### config.mk
export PLATFORM = sky130hd
export DESIGN_NAME = htc_timer
export DESIGN_NICKNAME = d
export VERILOG_FILES = /design/src/common/htc_pkg.sv /design/src/logic/htc_prescale.sv /design/src/logic/htc_timer.sv
export SDC_FILE = /design/constraint.sdc
export NUM_CORES = 1
export LEC_CHECK = 0
export BUFFER_PORTS_ARGS = -buffer_cell sky130_fd_sc_hd__buf_2
export CORE_ASPECT_RATIO = 1.5
export CORE_MARGIN = 3
export CORE_UTILIZATION = 40
export CTS_BUF_LIST = sky130_fd_sc_hd__clkbuf_16
export CTS_CLUSTER_DIAMETER = 100
export CTS_CLUSTER_SIZE = 10
export DETAILED_ROUTE_END_ITERATION = 8
export GPL_ROUTABILITY_DRIVEN = 0
export PLACE_DENSITY = 0.59
export SYNTH_ARGS = -nofsm -noshare
export SYNTH_HDL_FRONTEND = slang
export SYNTH_SLANG_ARGS = --single-unit
### constraint.sdc
create_clock -name CLOCK_I -period 3.1 [get_ports CLOCK_I]
set_input_delay 0.155 -clock CLOCK_I [delete_from_list [all_inputs] [get_ports CLOCK_I]]
set_output_delay 0.155 -clock CLOCK_I [all_outputs]
set_load 0.02 [all_outputs]
### src/common/htc_pkg.sv
// constants and types shared by the timer/counter design
// Operation
// RULE1 - a sixteen bit counter counting up or down, with compare and pwm
// RULE2 - four modes: watchdog, clear on compare match, fast pwm, phase-frequency pwm
// RULE3 - count clock source is selectable and passes a programmable prescaler
// RULE4 - the compare output pin carries a waveform from the compare logic
// RULE5 - pwm output is glitch free, period variable, count reloads each period
// RULE6 - three interrupt sources: overflow, compare match, input capture
// RULE7 - one static interrupt output goes to the logic fabric
// RULE8 - a separate wake-up interrupt goes to the standby controller
// RULE9 - capture stores the count on a synchronised rising trigger edge, non-pwm modes; here only with the bus interface
// RULE10 - without the bus interface the interrupt output is the overflow flag
// RULE11 - with the bus interface three request bits govern the interrupt output
// RULE12 - control and status are reached by user logic; here as plain ports
// RULE13 - stand-alone mode uses preloaded controls and the direct reset pin
// RULE14 - a preloaded reset-pin enable keeps the active-low reset input enabled
// RULE15 - the capture trigger passes two flip-flops before edge detection
// RULE16 - reset clears count, capture register and all pending flags; here the reset pin keeps the capture register
package htc_pkg;
  localparam int unsigned CNT_W      = 16;
  localparam int unsigned PRE_W      = 3;
  localparam logic [15:0] CNT_RST    = 16'h0000;
  localparam logic [15:0] CAP_RST    = 16'h0000;
  localparam logic [9:0]  PRE_RST    = 10'h000;
  localparam logic [2:0]  FLAG_RST   = 3'h0;
  localparam int unsigned IRQ_OVF    = 0;
  localparam int unsigned IRQ_CMP    = 1;
  localparam int unsigned IRQ_CAP    = 2;

  typedef enum logic [1:0] {
    HTC_WDOG = 2'b00,
    HTC_CTC  = 2'b01,
    HTC_FPWM = 2'b10,
    HTC_PFC  = 2'b11
  } htc_mode_e;
endpackage

### src/logic/htc_prescale.sv
// programmable prescaler producing one-cycle count enables
`timescale 1ns/1ps
module htc_prescale (
  // clock and reset
  input  wire logic       clk_i,
  input  wire logic       rst_n_i,
  // control
  input  wire logic       tick_i,
  input  wire logic [2:0] sel_i,
  // enable out
  output logic            en_o
);
  logic [9:0] div_r;
  logic [9:0] div_nxt;

  // divide-by code to terminal mask: 0 stop,1..7 = 1,8,32,64,256,1024,passthru
  function automatic logic [9:0] lim(input logic [2:0] s);
    case (s)
      3'h1:    lim = 10'h000;
      3'h2:    lim = 10'h007;
      3'h3:    lim = 10'h01F;
      3'h4:    lim = 10'h03F;
      3'h5:    lim = 10'h0FF;
      3'h6:    lim = 10'h3FF;
      default: lim = 10'h000;
    endcase
  endfunction

  // next divider value
  always_comb begin
    div_nxt = div_r;
    if (tick_i && sel_i != 3'h0) begin
      div_nxt = (div_r >= lim(sel_i)) ? htc_pkg::PRE_RST : div_r + 10'h001;
    end
  end

  always_ff @(posedge clk_i or negedge rst_n_i) begin
    if (!rst_n_i) begin
      div_r <= htc_pkg::PRE_RST;
    end else begin
      div_r <= div_nxt;
    end
  end

  assign en_o = tick_i && sel_i != 3'h0 && div_r >= lim(sel_i); // see RULE3
endmodule // htc_prescale

### src/logic/htc_timer.sv
// sixteen bit timer/counter with compare, capture, pwm and interrupts
`timescale 1ns/1ps
module htc_timer (
  // clock and reset
  input  wire logic        CLOCK_I,
  input  wire logic        RESET_N_I,
  // pins
  input  wire logic        COUNT_CLOCK_IN_I,
  input  wire logic        COUNTER_RESET_N_I,
  input  wire logic        CAPTURE_TRIGGER_IN_I,
  output logic             TIMER_IRQ_OUT_O,
  output logic             WAKE_IRQ_O,
  output logic             COMPARE_WAVE_OUT_O,
  // configuration
  input  wire logic        BUS_MODE_I,
  input  wire logic        RESET_PIN_ENABLE_I,
  input  wire logic        CLK_SRC_SEL_I,
  input  wire logic [2:0]  PRESCALE_SEL_I,
  input  wire logic [1:0]  MODE_I,
  input  wire logic        CAPTURE_EN_I,
  input  wire logic [15:0] TOP_I,
  input  wire logic [15:0] COMPARE_I,
  input  wire logic [2:0]  IRQ_EN_I,
  input  wire logic [2:0]  IRQ_CLR_I,
  input  wire logic        WAKE_EN_I,
  // status
  output logic [15:0]      COUNT_VALUE_O,
  output logic [15:0]      CAPTURE_HOLDING_REG_O,
  output logic [2:0]       IRQ_FLAGS_O,
  output logic             COUNT_DOWN_O
);
  localparam int unsigned W = htc_pkg::CNT_W;

  // input synchronisers: two flops each
  logic [2:0] s1_r, s2_r, s3_r;
  logic [2:0] s1_nxt, s3_nxt;
  logic       ext_tick, cap_rise, tick, en, rst_req;
  logic       pre_rst_n;

  always_comb begin
    s1_nxt = {CAPTURE_TRIGGER_IN_I, COUNTER_RESET_N_I, COUNT_CLOCK_IN_I};
    s3_nxt = s2_r;
  end

  always_ff @(posedge CLOCK_I or negedge RESET_N_I) begin
    if (!RESET_N_I) begin
      s1_r <= 3'h2;
      s2_r <= 3'h2;
      s3_r <= 3'h2;
    end else begin
      s1_r <= s1_nxt;
      s2_r <= s1_r;
      s3_r <= s3_nxt;
    end
  end

  assign ext_tick = s2_r[0] && !s3_r[0];                    // rising count clock
  assign cap_rise = s2_r[2] && !s3_r[2];                    // see RULE15
  assign tick     = CLK_SRC_SEL_I ? ext_tick : 1'b1;        // see RULE3
  // reset pin acts when enabled, always in stand-alone mode
  assign rst_req  = !s2_r[1] && (RESET_PIN_ENABLE_I || !BUS_MODE_I); // see RULE13 see RULE14
  assign pre_rst_n = RESET_N_I;

  htc_prescale u_pre (
    .clk_i   (CLOCK_I),
    .rst_n_i (pre_rst_n),
    .tick_i  (tick),
    .sel_i   (PRESCALE_SEL_I),
    .en_o    (en)
  );

  // counter, direction, wave, capture, flags
  logic [W-1:0] cnt_r, cnt_nxt, cap_r, cap_nxt, cmp_r, cmp_nxt;
  logic         dn_r, dn_nxt, wave_r, wave_nxt, wake_r, wake_nxt;
  logic [2:0]   flg_r, flg_nxt, ev;
  logic         at_top, at_cmp, pwm;

  assign pwm    = MODE_I[1];
  assign at_top = cnt_r == TOP_I;
  assign at_cmp = cnt_r == cmp_r;

  always_comb begin
    cnt_nxt  = cnt_r;
    dn_nxt   = dn_r;
    wave_nxt = wave_r;
    cmp_nxt  = cmp_r;
    cap_nxt  = cap_r;
    ev       = 3'h0;
    if (en) begin
      unique case (htc_pkg::htc_mode_e'(MODE_I))
        htc_pkg::HTC_WDOG: begin
          cnt_nxt = cnt_r + 16'h0001;                           // see RULE1
          if (cnt_r == 16'hFFFF) ev[htc_pkg::IRQ_OVF] = 1'b1;
          if (at_cmp) ev[htc_pkg::IRQ_CMP] = 1'b1;
        end
        htc_pkg::HTC_CTC: begin
          cnt_nxt = at_cmp ? 16'h0000 : cnt_r + 16'h0001;       // see RULE2
          if (at_cmp) begin
            ev[htc_pkg::IRQ_CMP] = 1'b1;
            wave_nxt = !wave_r;                                 // see RULE4
          end
          if (cnt_r == 16'hFFFF) ev[htc_pkg::IRQ_OVF] = 1'b1;
        end
        htc_pkg::HTC_FPWM: begin
          cnt_nxt = at_top ? 16'h0000 : cnt_r + 16'h0001;       // see RULE5
          if (at_top) begin
            ev[htc_pkg::IRQ_OVF] = 1'b1;
            cmp_nxt  = COMPARE_I;                               // see RULE5
            wave_nxt = COMPARE_I != 16'h0000;
          end else if (at_cmp) begin
            ev[htc_pkg::IRQ_CMP] = 1'b1;
            wave_nxt = 1'b0;                                    // see RULE4
          end
        end
        htc_pkg::HTC_PFC: begin
          // up to top, down to zero; compare reloaded at bottom
          if (!dn_r) begin
            cnt_nxt = at_top ? cnt_r - 16'h0001 : cnt_r + 16'h0001;
            dn_nxt  = at_top;                                   // see RULE1
          end else begin
            cnt_nxt = (cnt_r == 16'h0000) ? 16'h0001 : cnt_r - 16'h0001;
            dn_nxt  = cnt_r != 16'h0000;
          end
          if (dn_r && cnt_r == 16'h0000) begin
            ev[htc_pkg::IRQ_OVF] = 1'b1;
            cmp_nxt = COMPARE_I;                                // see RULE5
          end
          if (at_cmp) begin
            ev[htc_pkg::IRQ_CMP] = 1'b1;
            wave_nxt = dn_r;                                    // see RULE4
          end
        end
      endcase
    end
    if (!pwm) begin
      cmp_nxt = COMPARE_I;
      if (CAPTURE_EN_I && BUS_MODE_I && cap_rise) begin
        cap_nxt = cnt_r;                                        // see RULE9
        ev[htc_pkg::IRQ_CAP] = 1'b1;
      end
    end
    if (rst_req) begin
      cnt_nxt  = htc_pkg::CNT_RST;
      dn_nxt   = 1'b0;
      wave_nxt = 1'b0;
    end
  end

  // sticky flags; a new event wins over a clear
  always_comb begin
    flg_nxt  = (flg_r & ~IRQ_CLR_I) | ev;                       // see RULE6
    wake_nxt = WAKE_EN_I && |(flg_nxt & IRQ_EN_I);              // see RULE8
    if (rst_req) begin
      flg_nxt  = htc_pkg::FLAG_RST;                             // see RULE16
      wake_nxt = 1'b0;
    end
  end

  always_ff @(posedge CLOCK_I or negedge RESET_N_I) begin
    if (!RESET_N_I) begin
      cnt_r  <= htc_pkg::CNT_RST;                               // see RULE16
      cap_r  <= htc_pkg::CAP_RST;
      cmp_r  <= 16'h0000;
      dn_r   <= 1'b0;
      wave_r <= 1'b0;
      flg_r  <= htc_pkg::FLAG_RST;
      wake_r <= 1'b0;
    end else begin
      cnt_r  <= cnt_nxt;
      cap_r  <= cap_nxt;
      cmp_r  <= cmp_nxt;
      dn_r   <= dn_nxt;
      wave_r <= wave_nxt;
      flg_r  <= flg_nxt;
      wake_r <= wake_nxt;
    end
  end

  // interrupt output: overflow flag alone, or masked request bits
  logic irq_r, irq_nxt;
  always_comb begin
    irq_nxt = BUS_MODE_I ? |(flg_nxt & IRQ_EN_I)              // see RULE11
                         : flg_nxt[htc_pkg::IRQ_OVF];          // see RULE10
  end
  always_ff @(posedge CLOCK_I or negedge RESET_N_I) begin
    if (!RESET_N_I) begin
      irq_r <= 1'b0;
    end else begin
      irq_r <= irq_nxt;
    end
  end

  assign TIMER_IRQ_OUT_O       = irq_r;                         // see RULE7
  assign WAKE_IRQ_O            = wake_r;
  assign COMPARE_WAVE_OUT_O    = wave_r;
  assign COUNT_VALUE_O         = cnt_r;                         // see RULE12
  assign CAPTURE_HOLDING_REG_O = cap_r;
  assign IRQ_FLAGS_O           = flg_r;
  assign COUNT_DOWN_O          = dn_r;

  // checks
  a_cap_store: assert property (@(posedge CLOCK_I) disable iff (!RESET_N_I) // see RULE9
    (!pwm && CAPTURE_EN_I && BUS_MODE_I && cap_rise && !rst_req)
      |=> CAPTURE_HOLDING_REG_O == $past(cnt_r))
    else $error("capture register missed the count");
  a_sync_edge: assert property (@(posedge CLOCK_I) disable iff (!RESET_N_I) // see RULE15
    cap_rise |-> $past(CAPTURE_TRIGGER_IN_I, 2) && !$past(CAPTURE_TRIGGER_IN_I, 3))
    else $error("capture edge not from synchronised trigger");
  a_flag_sticky: assert property (@(posedge CLOCK_I) disable iff (!RESET_N_I) // see RULE6
    (flg_r[0] && !IRQ_CLR_I[0] && !rst_req) |=> IRQ_FLAGS_O[0])
    else $error("overflow flag dropped without clear");
  a_irq_bus: assert property (@(posedge CLOCK_I) disable iff (!RESET_N_I) // see RULE11
    BUS_MODE_I |=> TIMER_IRQ_OUT_O == |(IRQ_FLAGS_O & $past(IRQ_EN_I)))
    else $error("interrupt not governed by request bits");
  a_irq_alone: assert property (@(posedge CLOCK_I) disable iff (!RESET_N_I) // see RULE10
    !BUS_MODE_I |=> TIMER_IRQ_OUT_O == IRQ_FLAGS_O[0])
    else $error("interrupt not the overflow flag");
  a_pin_reset: assert property (@(posedge CLOCK_I) disable iff (!RESET_N_I) // see RULE14
    rst_req |=> COUNT_VALUE_O == 16'h0000 && IRQ_FLAGS_O == 3'h0)
    else $error("reset pin did not clear state");
  a_fpwm_wrap: assert property (@(posedge CLOCK_I) disable iff (!RESET_N_I) // see RULE5
    (en && MODE_I == 2'b10 && at_top && !rst_req) |=> COUNT_VALUE_O == 16'h0000)
    else $error("fast pwm did not reload");
  a_ctc_toggle: assert property (@(posedge CLOCK_I) disable iff (!RESET_N_I) // see RULE4
    (en && MODE_I == 2'b01 && at_cmp && !rst_req) |=> COMPARE_WAVE_OUT_O != $past(wave_r))
    else $error("compare output did not toggle");
  a_pfc_turn: assert property (@(posedge CLOCK_I) disable iff (!RESET_N_I) // see RULE1
    (en && MODE_I == 2'b11 && at_top && !dn_r && !rst_req) |=> COUNT_DOWN_O)
    else $error("counter did not turn down at top");
endmodule // htc_timer

==> out/results.ini, run 1 <==
[die]
dieHeight_um=136
fp.dieArea_um2=12600
start_util_pct=41.9
rows=46
die_w_um=92.7
core_um2=10800
io_pins=92

[route]
dr.pass1.iters=5
drtIter0Drc=213
final_antenna_net_count=0
num_vias=3949
post-route-drc-count=0
routed_via_density=5.59
wire_per_inst_um=17.5
wl_um=12400

[clock_network]
post_cts_buffers=0
cts_buffer_depth=2
clk_pin_slew_ns=0.06
clk_root_buffer_cell=clkbuf_16
clock_sinks=73
clkLatencyLatePin_ns=0.34
cts_made_buffers=9
cts_tree=done
htreeDepth=3

[timing]
slew_violations=0
fin_setup_tns_ns=0
rsz0062_at_grt=false
fin_crit_sh_pct=93.8
finalHoldViolCount=0
fin_crit_ns=2.91
fmax_mhz=344
maxSlewHeadroom_pct=37.5
clock_skew_ns=0.00494
tightest_slew_ns=0.937
finalSetupViolCount=0

[synth]
ys_warn_count=0
syn_avg_cell_area_um2=9.82
synth.area.top_cells=dfrtp_1 (39%), xnor2_1 (6.8%), mux2_2 (5.5%)
syn-cell-area_um2=4510
synth_cells=459
synth_seq_area_share_pct=40.6
yosys.area.top_type=dfrtp_1
synthArstFlopShare_pct=100
syn-num-nets=526
synth_cell_types=62
yosysTopAreaCellShare_pct=39.4
synth-edff-count=0
synth_flop_cell=dfrtp_1
ys_ff_latch=73

[finish]
syn_to_final_growth_pct=22.8
drive_above_1_share_pct=31.1
instances_no_fill=707
diodes=0
fin_util_pct=51.5
fillers=1026
seqCellArea_um2=1830
finalNetCount=625
multi_input_area_um2=2430

[power_and_ir_drop]
p_per_area_nw_per_um2=533
leakage_nw=2.61
vdd.ir_drop.worst_v=0.000287

[grt]
gr-total-overflow=0
grt_pass1_wl_um=19800
first_global_vias=3958
grt_max_degree=74
antenna_found_initial=0
grtUsageTotal_pct=20.1

[worst_setup_path]
r2r_end=cmp_r[0]
endpoint_kind=flop
crit_fanout=16
max_stage_delay_ns=0.58
crit_chain=or3_4 > or4_4 > nor4_2 > mux2i_1 > o21ai_4 > mux2_2
arrival_ns=3.13
reg2reg_depth=6
r2r_start=COUNT_VALUE_O[12]
path_class=flop to flop
reg2reg_slack_ns=0.19
crit_slowest_cell=o21ai_4
worst_ep_required_time_ns=3.32
cp-start-kind=flop

[hold_path]
worst_hold_path.endpoint=WAKE_IRQ_O
hp-class=input port to flop
hold_depth=3
hp-start=WAKE_EN_I

[placement]
hpwl_um=9200
io_buffer_count=91
dp.cells=687

[job]
cap_violations=0

[run_status]
status=complete, no violations

## power breakdown
| group | internal [W] | switching [W] | total [W] |
|---|---|---|---|
| Clock | 0.000869 | 0.000409 | 0.00128 |
| Combinational | 0.000248 | 0.000318 | 0.000566 |
| Sequential | 0.00103 | 0.0000809 | 0.00111 |
| Total | 0.00214 | 0.000808 | 0.00295 |
## cell usage in the layout (no fill, tap or decap), types with 3 or more instances in the layout
| cell | count |
|---|---|
| buf_2 | 90 |
| dfrtp_1 | 71 |
| nor2_1 | 37 |
| xnor2_1 | 35 |
| nand2_1 | 30 |
| o21ai_0 | 26 |
| buf_4 | 24 |
| mux2_2 | 22 |
| a21oi_1 | 21 |
| inv_1 | 16 |
| nor3_1 | 16 |
| ha_1 | 14 |
| nand3_1 | 13 |
| nand4_1 | 12 |
| xor2_1 | 10 |
| mux2_4 | 10 |
| clkbuf_16 | 9 |
| nor4_1 | 8 |
| and3_1 | 8 |
| a221oi_1 | 7 |
| nand2b_1 | 5 |
| a211oi_1 | 5 |
| o211ai_1 | 4 |
| bufinv_16 | 4 |
| dlygate4sd3_1 | 4 |
| a22o_1 | 3 |
| o21a_1 | 3 |
| mux2i_1 | 3 |
| a21o_1 | 3 |
| a31oi_1 | 3 |
| o22ai_1 | 3 |
## worst max-delay path, delay by kind of cell (launching register included)
family	cells	cell delay, ns
and+or+nand+nor	3	1.21
DFF	1	0.38
muxes	2	0.61
AOI/OAI and AO/OA	1	0.58
## routing by layer
metal	vias up	global-route usage, %	wire length (um)
met2	157	36.0	6490
met1	1907	22.2	4760
li1	1858	-	-
met3	27	4.76	708
met5	-	0	0
met4	0	9.70	412
## area by class of cell
cell class | instances | area share [%]
Clock buffer | 9 | 4.07
Clock inverter | 7 | 2.55
Inverter | 16 | 1.08
Multi-Input combinational cell | 340 | 43.9
Sequential cell | 73 | 33.0
Tap cell | 144 | 3.25
Timing Repair Buffer | 118 | 12.1
## repair_timing
action | in CTS | in global routing
gates resized for setup | 0 | 0
hold buffers | 4 | 0
hold endpoints to repair | 5 | 0
## flip-flops by register name, indices dropped and copies added, names as in the netlist, 2 cells and up
signal                 cells
CAPTURE_HOLDING_REG_O     16
COUNT_VALUE_O             16
IRQ_FLAGS_O                3
cmp_r                     16
s1_r                       3
s2_r                       3
s3_r                       2
u_pre.div_r               10
## through the flow
stage	hold WS (ns)	total power [W]	cell area (um^2)	setup WS, ns
after floorplan	-0.141	0.00149	4510	0.311
after global placement	0.263	0.00167	5130	0.207
after detailed placement	0.265	0.00169	5130	0.146
after CTS	0.0182	0.00298	5540	0.198
after global routing	0.0173	0.00311	5540	0.0423
final	0.0335	0.00295	5540	0.191
## synth_stat cells, drive strengths merged, types with 3 or more instances
| cell type | n |
|---|---|
| inv | 16 |
| o21ai | 28 |
| mux2i | 3 |
| nor2 | 38 |
| mux2 | 32 |
| a21oi | 22 |
| nand2 | 31 |
| a21o | 3 |
| xnor2 | 35 |
| a211oi | 5 |
| xor2 | 10 |
| nor4 | 10 |
| nand2b | 5 |
| a221oi | 7 |
| and3 | 8 |
| nand4 | 12 |
| a22o | 3 |
| o21a | 4 |
| o211ai | 4 |
| nor3 | 16 |
| ha | 14 |
| dfrtp | 71 |
| buf | 7 |
| a31oi | 3 |
| clkbuf | 23 |
| nand3 | 13 |
| o22ai | 3 |
## cell families (layout without fill, tap and decap cells)
kind of cell             Yosys count  in the layout  synth area share, %
adder cells (fa/ha/maj)           14             14                 3.88
XOR/XNOR                          45             45                 8.74
multiplexers                      35             35                 9.49
AO/OA/AOI/OAI                    102            102                 15.4
AND/OR/NAND/NOR                  144            144                 16.3
flip-flops                        73             73                 40.6
buffers and inverters             46            150                 5.66
## worst max-delay path by stage
stage	depth (start not counted)	start	endpoint
6_report	6	COUNT_VALUE_O[12]	cmp_r[0]
5_1_grt	6	COUNT_VALUE_O[12]	cmp_r[1]
4_1_cts	6	COUNT_VALUE_O[12]	cmp_r[14]
3_5_place_dp	13	PRESCALE_SEL_I[1]	cmp_r[14]
3_3_place_gp	13	PRESCALE_SEL_I[1]	cmp_r[0]
2_1_floorplan	8	COUNT_VALUE_O[12]	cmp_r[10]
No activity file was read; power rests on OpenSTA's default activity.
==> run 2: changes to the inputs <==
- CELL_PAD_IN_SITES_DETAIL_PLACEMENT: not set -> 2
- CELL_PAD_IN_SITES_GLOBAL_PLACEMENT: not set -> 2
- CORE_UTILIZATION: 40 -> 34
- PLACE_DENSITY: 0.59 -> 0.78
==> run 2 against run 1 <==
The flow now finishes with violations (hold timing). Final cell count rose by 2.4%. Critical endpoint is now cmp_r[14]. Routed wire length rose by 37%. Fmax fell by 0.51%. Setup slack got worse by 0.015 ns. Core utilization fell by 7.5 points. Highest routed layer unchanged.
==> out/results.ini, run 2 (synthesis results as in run 1) <==
[run_status]
status=finished, violations left  ; was complete, no violations
violations=hold timing

[die]
rows=50  ; was 46
fp.dieArea_um2=14700  ; was 12,600 um^2
start_util_pct=35.5  ; was 41.9%
core_um2=12700  ; was 10,800 um^2
dieHeight_um=147  ; was 136 um
io_pins=92  ; unchanged
die_w_um=100  ; was 92.7 um

[grt]
antenna_found_initial=0  ; unchanged
grtUsageTotal_pct=23.5  ; was 20.1%
grt_max_degree=74  ; unchanged
grt_pass1_wl_um=26700  ; was 19,800 um
first_global_vias=4860  ; was 3,958
gr-total-overflow=0  ; unchanged

[worst_setup_path]
r2r_start=COUNT_VALUE_O[12]  ; unchanged
cp-startpoint=COUNT_VALUE_O[12]  ; unchanged
endpoint_kind=flop  ; unchanged
path_class=flop to flop  ; unchanged
arrival_ns=3.15  ; was 3.13 ns
worst_ep_required_time_ns=3.32  ; about the same
reg2reg_slack_ns=0.18  ; was 0.19 ns
reg2reg_depth=6  ; unchanged
r2r_end=cmp_r[14]  ; was cmp_r[0]
crit_end=cmp_r[14]  ; was cmp_r[0]
crit_fanout=16  ; unchanged
cp-start-kind=flop  ; unchanged

[route]
dr.pass1.iters=5  ; unchanged
num_vias=4168  ; was 3,949
post-route-drc-count=0  ; unchanged
wire_per_inst_um=23.4  ; was 17.5 um
drtIter0Drc=174  ; was 213
final_antenna_net_count=0  ; unchanged
routed_via_density=5.76  ; was 5.59
wl_um=17000  ; was 12,400 um

[power_and_ir_drop]
p_sw_share_pct=29.0  ; was 27.4%
seq_power_share_pct=37.0  ; was 37.6%
p_int_w=0.00215  ; was 0.00214 W
leakage_nw=2.64  ; was 2.61 nW
p_per_area_nw_per_um2=542  ; was 533 nW/um^2
switchingPower_w=0.000876  ; was 0.000808 W
vdd.ir_drop.worst_v=0.000251  ; was 0.000287 V
combPwrFrac_pct=20.5  ; was 19.2%
clkPwrFrac_pct=42.6  ; was 43.3%

[hold_path]
hp-class=input port to asynchronous set/reset pin  ; was input port to flop

[timing]
whs_ns=-0.0370  ; was 0.0335 ns
fin_crit_ns=2.92  ; was 2.91 ns
fin_setup_tns_ns=0  ; unchanged
fmax_mhz=342  ; was 344 MHz
maxSlewHeadroom_pct=32.7  ; was 37.5%
slew_violations=0  ; unchanged
rsz0062_at_grt=false  ; unchanged
clock_skew_ns=0.00980  ; was 0.00494 ns
fin_crit_sh_pct=94.3  ; was 93.8%
finalHoldViolCount=33  ; was 0
finalSetupViolCount=0  ; unchanged
tightest_slew_ns=1.01  ; was 0.937 ns

[finish]
fillers=1385  ; was 1,026
finalNetCount=630  ; was 625
drive_above_1_share_pct=31.7  ; was 31.1%
instances_no_fill=724  ; was 707
final_common_cell=buf_2  ; unchanged
diodes=0  ; unchanged
layout_common_cells=buf_2 (90), dfrtp_1 (71), nor2_1 (37)  ; unchanged
final_cell_area_um2=5580  ; was 5540 um^2
syn_to_final_growth_pct=23.7  ; was 22.8%

[clock_network]
clk_root_buffer_cell=clkbuf_16  ; unchanged
cts_tree=done  ; unchanged
cts_buffer_depth=2  ; unchanged
clkLatencyLatePin_ns=0.34  ; about the same
clk_pin_slew_ns=0.06  ; about the same
post_cts_buffers=0  ; unchanged
htreeDepth=3  ; unchanged
clock_sinks=73  ; unchanged
cts_made_buffers=9  ; unchanged
cts_resized=0  ; unchanged

[placement]
dp.cells=705  ; was 687
dpl_cell_area_um2=5190  ; was 5130 um^2
io_buffer_count=91  ; unchanged
hpwl_um=12300  ; was 9200 um

[job]
cap_violations=0  ; unchanged

[run 2: changes by cell type in the layout (fill, tap and decap cells not counted), sizes merged]
| cell | previous run | this run |
|---|---|---|
| buf | 114 | 120 |
| clkinv | 2 | 3 |
| dlygate4sd3 | 4 | 3 |
| inv | 17 | 16 |
[run 2: timing repair]
item | CTS | global route
endpoints found under the hold margin | 3 | 0
hold buffers | 3 | 0
endpoints found under the setup margin | 0 | 0
[run 2: how the worst min path moves through the flow]
stage,startpoint,endpoint,slack (ns)
2_1_floorplan,RESET_N_I,CAPTURE_HOLDING_REG_O[0],-0.14
3_3_place_gp,COUNTER_RESET_N_I,s1_r[1],0.26
3_5_place_dp,COUNTER_RESET_N_I,s1_r[1],0.26
4_1_cts,RESET_N_I,cmp_r[4],0.03
5_1_grt,RESET_N_I,cmp_r[5],0.04
6_report,RESET_N_I,cmp_r[5],-0.04
[run 2: layout make-up]
class	count	area (um^2)	area share, %
Clock inverter	7	133	2.38
Tap cell	156	195	3.50
Sequential cell	73	1830	32.8
Timing Repair Buffer	123	706	12.6
Clock buffer	9	225	4.04
Multi-Input combinational cell	340	2430	43.6
Inverter	16	60.1	1.08
[run 2: metrics by stage]
stage / setup slack, ns / utilization (%) / power [W]
after floorplan: 0.311 / - / 0.00149
after global placement: 0.293 / 40.9 / 0.00169
after detailed placement: 0.162 / 40.9 / 0.00174
after CTS: 0.187 / 43.9 / 0.00305
after global routing: 0.0966 / 43.9 / 0.00316
final: 0.176 / 43.9 / 0.00302
[run 2: layer usage]
| metal | wire, um | part of all wire, % | vias up | GRT usage [%] |
|---|---|---|---|---|
| met4 | 690 | 4.1 | 0 | 11.7 |
| met1 | 6140 | 36 | 2132 | 24.6 |
| met2 | 9390 | 55 | 129 | 44.1 |
| met3 | 760 | 4.5 | 44 | 4.13 |
| li1 | - | - | 1863 | - |
| met5 | 0 | 0 | - | 0 |
[run 2: worst max-delay path, cell delays in order (launching register included)]
cell	delay [ns]
dfrtp_1	0.39
or3_4	0.41
or4_4	0.45
nor4_2	0.33
mux2i_1	0.20
o21ai_4	0.60
mux2_2	0.43
[run 2: power by group through the flow]
stage	logic [W]	clock network, W	registers (W)
finish	0.000619	0.00129	0.00112
global route	0.000689	0.00134	0.00113
CTS	0.000626	0.00131	0.00112
detailed placement	0.000612	0	0.00113
global placement	0.000564	0	0.00113
floorplan	0.000377	0	0.00111
==> run 3: changes to the inputs <==
- clock period: 3.1 -> 3 ns (I/O delays scaled with it)
==> run 3 against run 2 <==
The run still ends with hold timing left. Flip-flop and latch count is the same. Global-route usage shrank 0.95 points. Sequential share of layout area is essentially flat. Clock power shrank 11%. Via count shrank 1.1%. Critical path depth grew 3. Non-clock buffer count grew 4. Sequential power is essentially flat. Clock skew shrank 0.0042 ns.
==> out/results.ini, run 3 (synthesis results as in run 1) <==
[timing]
rsz0062_at_grt=false  ; unchanged
tightest_slew_ns=0.969  ; was 1.01 ns
fin_setup_tns_ns=0  ; unchanged
finalSetupViolCount=0  ; unchanged
whs_ns=-0.0376  ; was -0.0370 ns
fmax_mhz=364  ; was 342 MHz
fin_crit_sh_pct=91.5  ; was 94.3%
fin_crit_ns=2.74  ; was 2.92 ns
maxSlewHeadroom_pct=35.4  ; was 32.7%
slew_violations=0  ; unchanged
clock_skew_ns=0.00564  ; was 0.00980 ns
finalHoldViolCount=43  ; was 33

[grt]
gr-total-overflow=0  ; unchanged
first_global_vias=4779  ; was 4,860
grt-busiest-layer=met2  ; unchanged
antenna_found_initial=0  ; unchanged
grt_pass1_wl_um=25900  ; was 26,700 um
grt_util_met2_pct=42.0  ; was 44.1%
grt_max_degree=74  ; unchanged
grt_util_met3_pct=4.37  ; was 4.13%
grt_use_met1_pct=24.0  ; was 24.6%
grtUsageTotal_pct=22.6  ; was 23.5%

[finish]
finalNetCount=634  ; was 630
syn_to_final_growth_pct=23.6  ; was 23.7%
drive_above_1_share_pct=32.2  ; was 31.7%
layout_common_cells=buf_2 (90), dfrtp_1 (71), nor2_1 (37)  ; unchanged
diodes=0  ; unchanged
fillers=1416  ; was 1,385
final_common_cell=buf_2  ; unchanged

[worst_setup_path]
endpoint_kind=flop  ; unchanged
crit_fanout=17  ; was 16
path_class=flop to flop  ; unchanged
arrival_ns=2.97  ; was 3.15 ns
worst_ep_required_time_ns=3.22  ; was 3.32 ns
cp-start-kind=flop  ; unchanged

[route]
dr.pass1.iters=4  ; was 5
wire_per_inst_um=21.9  ; was 23.4 um
final_antenna_net_count=0  ; unchanged
post-route-drc-count=0  ; unchanged
drtIter0Drc=147  ; was 174
num_vias=4122  ; was 4,168
wl_um=16000  ; was 17,000 um
routed_via_density=5.66  ; was 5.76

[power_and_ir_drop]
p_per_area_nw_per_um2=527  ; was 542 nW/um^2
leakage_nw=2.64  ; about the same
vdd.ir_drop.worst_v=0.000268  ; was 0.000251 V
finalPower_w=0.00294  ; was 0.00302 W

[clock_network]
cts_tree=done  ; unchanged
clock_sinks=73  ; unchanged
clk_root_buffer_cell=clkbuf_16  ; unchanged
cts_resized=0  ; unchanged
clk_pin_slew_ns=0.06  ; about the same
cts_made_buffers=9  ; unchanged
clkLatencyLatePin_ns=0.34  ; about the same
htreeDepth=3  ; unchanged
cts_buffer_depth=2  ; unchanged

[job]
cap_violations=0  ; unchanged

[die]
die_w_um=100  ; unchanged
fp.dieArea_um2=14700  ; unchanged
core_um2=12700  ; unchanged
io_pins=92  ; unchanged
dieHeight_um=147  ; unchanged
start_util_pct=35.5  ; unchanged
rows=50  ; unchanged

[run_status]
status=finished, violations left  ; unchanged
violations=hold timing  ; unchanged

[placement]
hpwl_um=11900  ; was 12,300 um
io_buffer_count=91  ; unchanged

[hold_path]
hp-class=input port to asynchronous set/reset pin  ; unchanged

## run 3: through the flow
stage	util (%)	area [um^2]	std cells	hold WS [ns]	setup WS, ns
floorplan	-	4510	459	-0.146	0.211
global placement	41.1	5210	708	0.258	0.143
detailed placement	41.1	5210	708	0.259	0.0148
CTS	43.9	5570	728	0.00537	0.264
global route	43.9	5570	728	0.0328	0.0658
finish	43.9	5570	728	-0.0376	0.255
## run 3: timing repair
item / CTS / global route
buffers inserted: 1 / 0
hold endpoints to repair: 3 / 0
hold buffers: 3 / 0
endpoints found under the setup margin: 4 / 0
## run 3: cell type report
type                    instances  area [um^2]  share of cell area, %
clock buffers                   9          225                   4.04
clock inverters                 7         85.1                   1.53
inverters                      16         60.1                   1.08
multi-input cells             340         2430                   43.6
flip-flops and latches         73         1830                   32.8
well taps                     156          195                   3.50
repair buffers                127          748                   13.4
## run 3: metal layers
metal  part of all wire, %  wire length, um  vias to the layer above
met5                     0                0                        -
met4                   3.7              587                        0
met3                   4.2              664                       33
met2                    55             8770                      100
met1                    37             5930                     2116
li1                      -                -                     1873
## run 3: power breakdown
group	internal [W]	switching, W
Clock	0.000719	0.000433
Combinational	0.000268	0.000363
Sequential	0.00106	0.0000906
Total	0.00205	0.000887
## run 3: final timing paths
path | end | depth (start not counted) | startpoint | slack [ns]
setup / recovery | COUNT_VALUE_O[11] | 9 | COUNT_VALUE_O[3] | 0.26
hold / removal | cmp_r[5] | 1 | RESET_N_I | -0.04
setup reg to reg | COUNT_VALUE_O[11] | 9 | COUNT_VALUE_O[3] | 0.26
hold reg to reg | s2_r[1] | 0 | s1_r[1] | 0.36
max in group asynchronous | s1_r[2] | 1 | RESET_N_I | 2.41
min in group CLOCK_I | WAKE_IRQ_O | 3 | WAKE_EN_I | 0.03
## run 3: worst max-delay path: stages, from the launching register on
cell     delay [ns]
dfrtp_1        0.49
buf_4          0.21
xnor2_1        0.15
nand4_1        0.10
nor4_1         0.35
buf_4          0.21
a21oi_1        0.09
or2_2          0.48
a211o_1        0.33
a22o_1         0.22
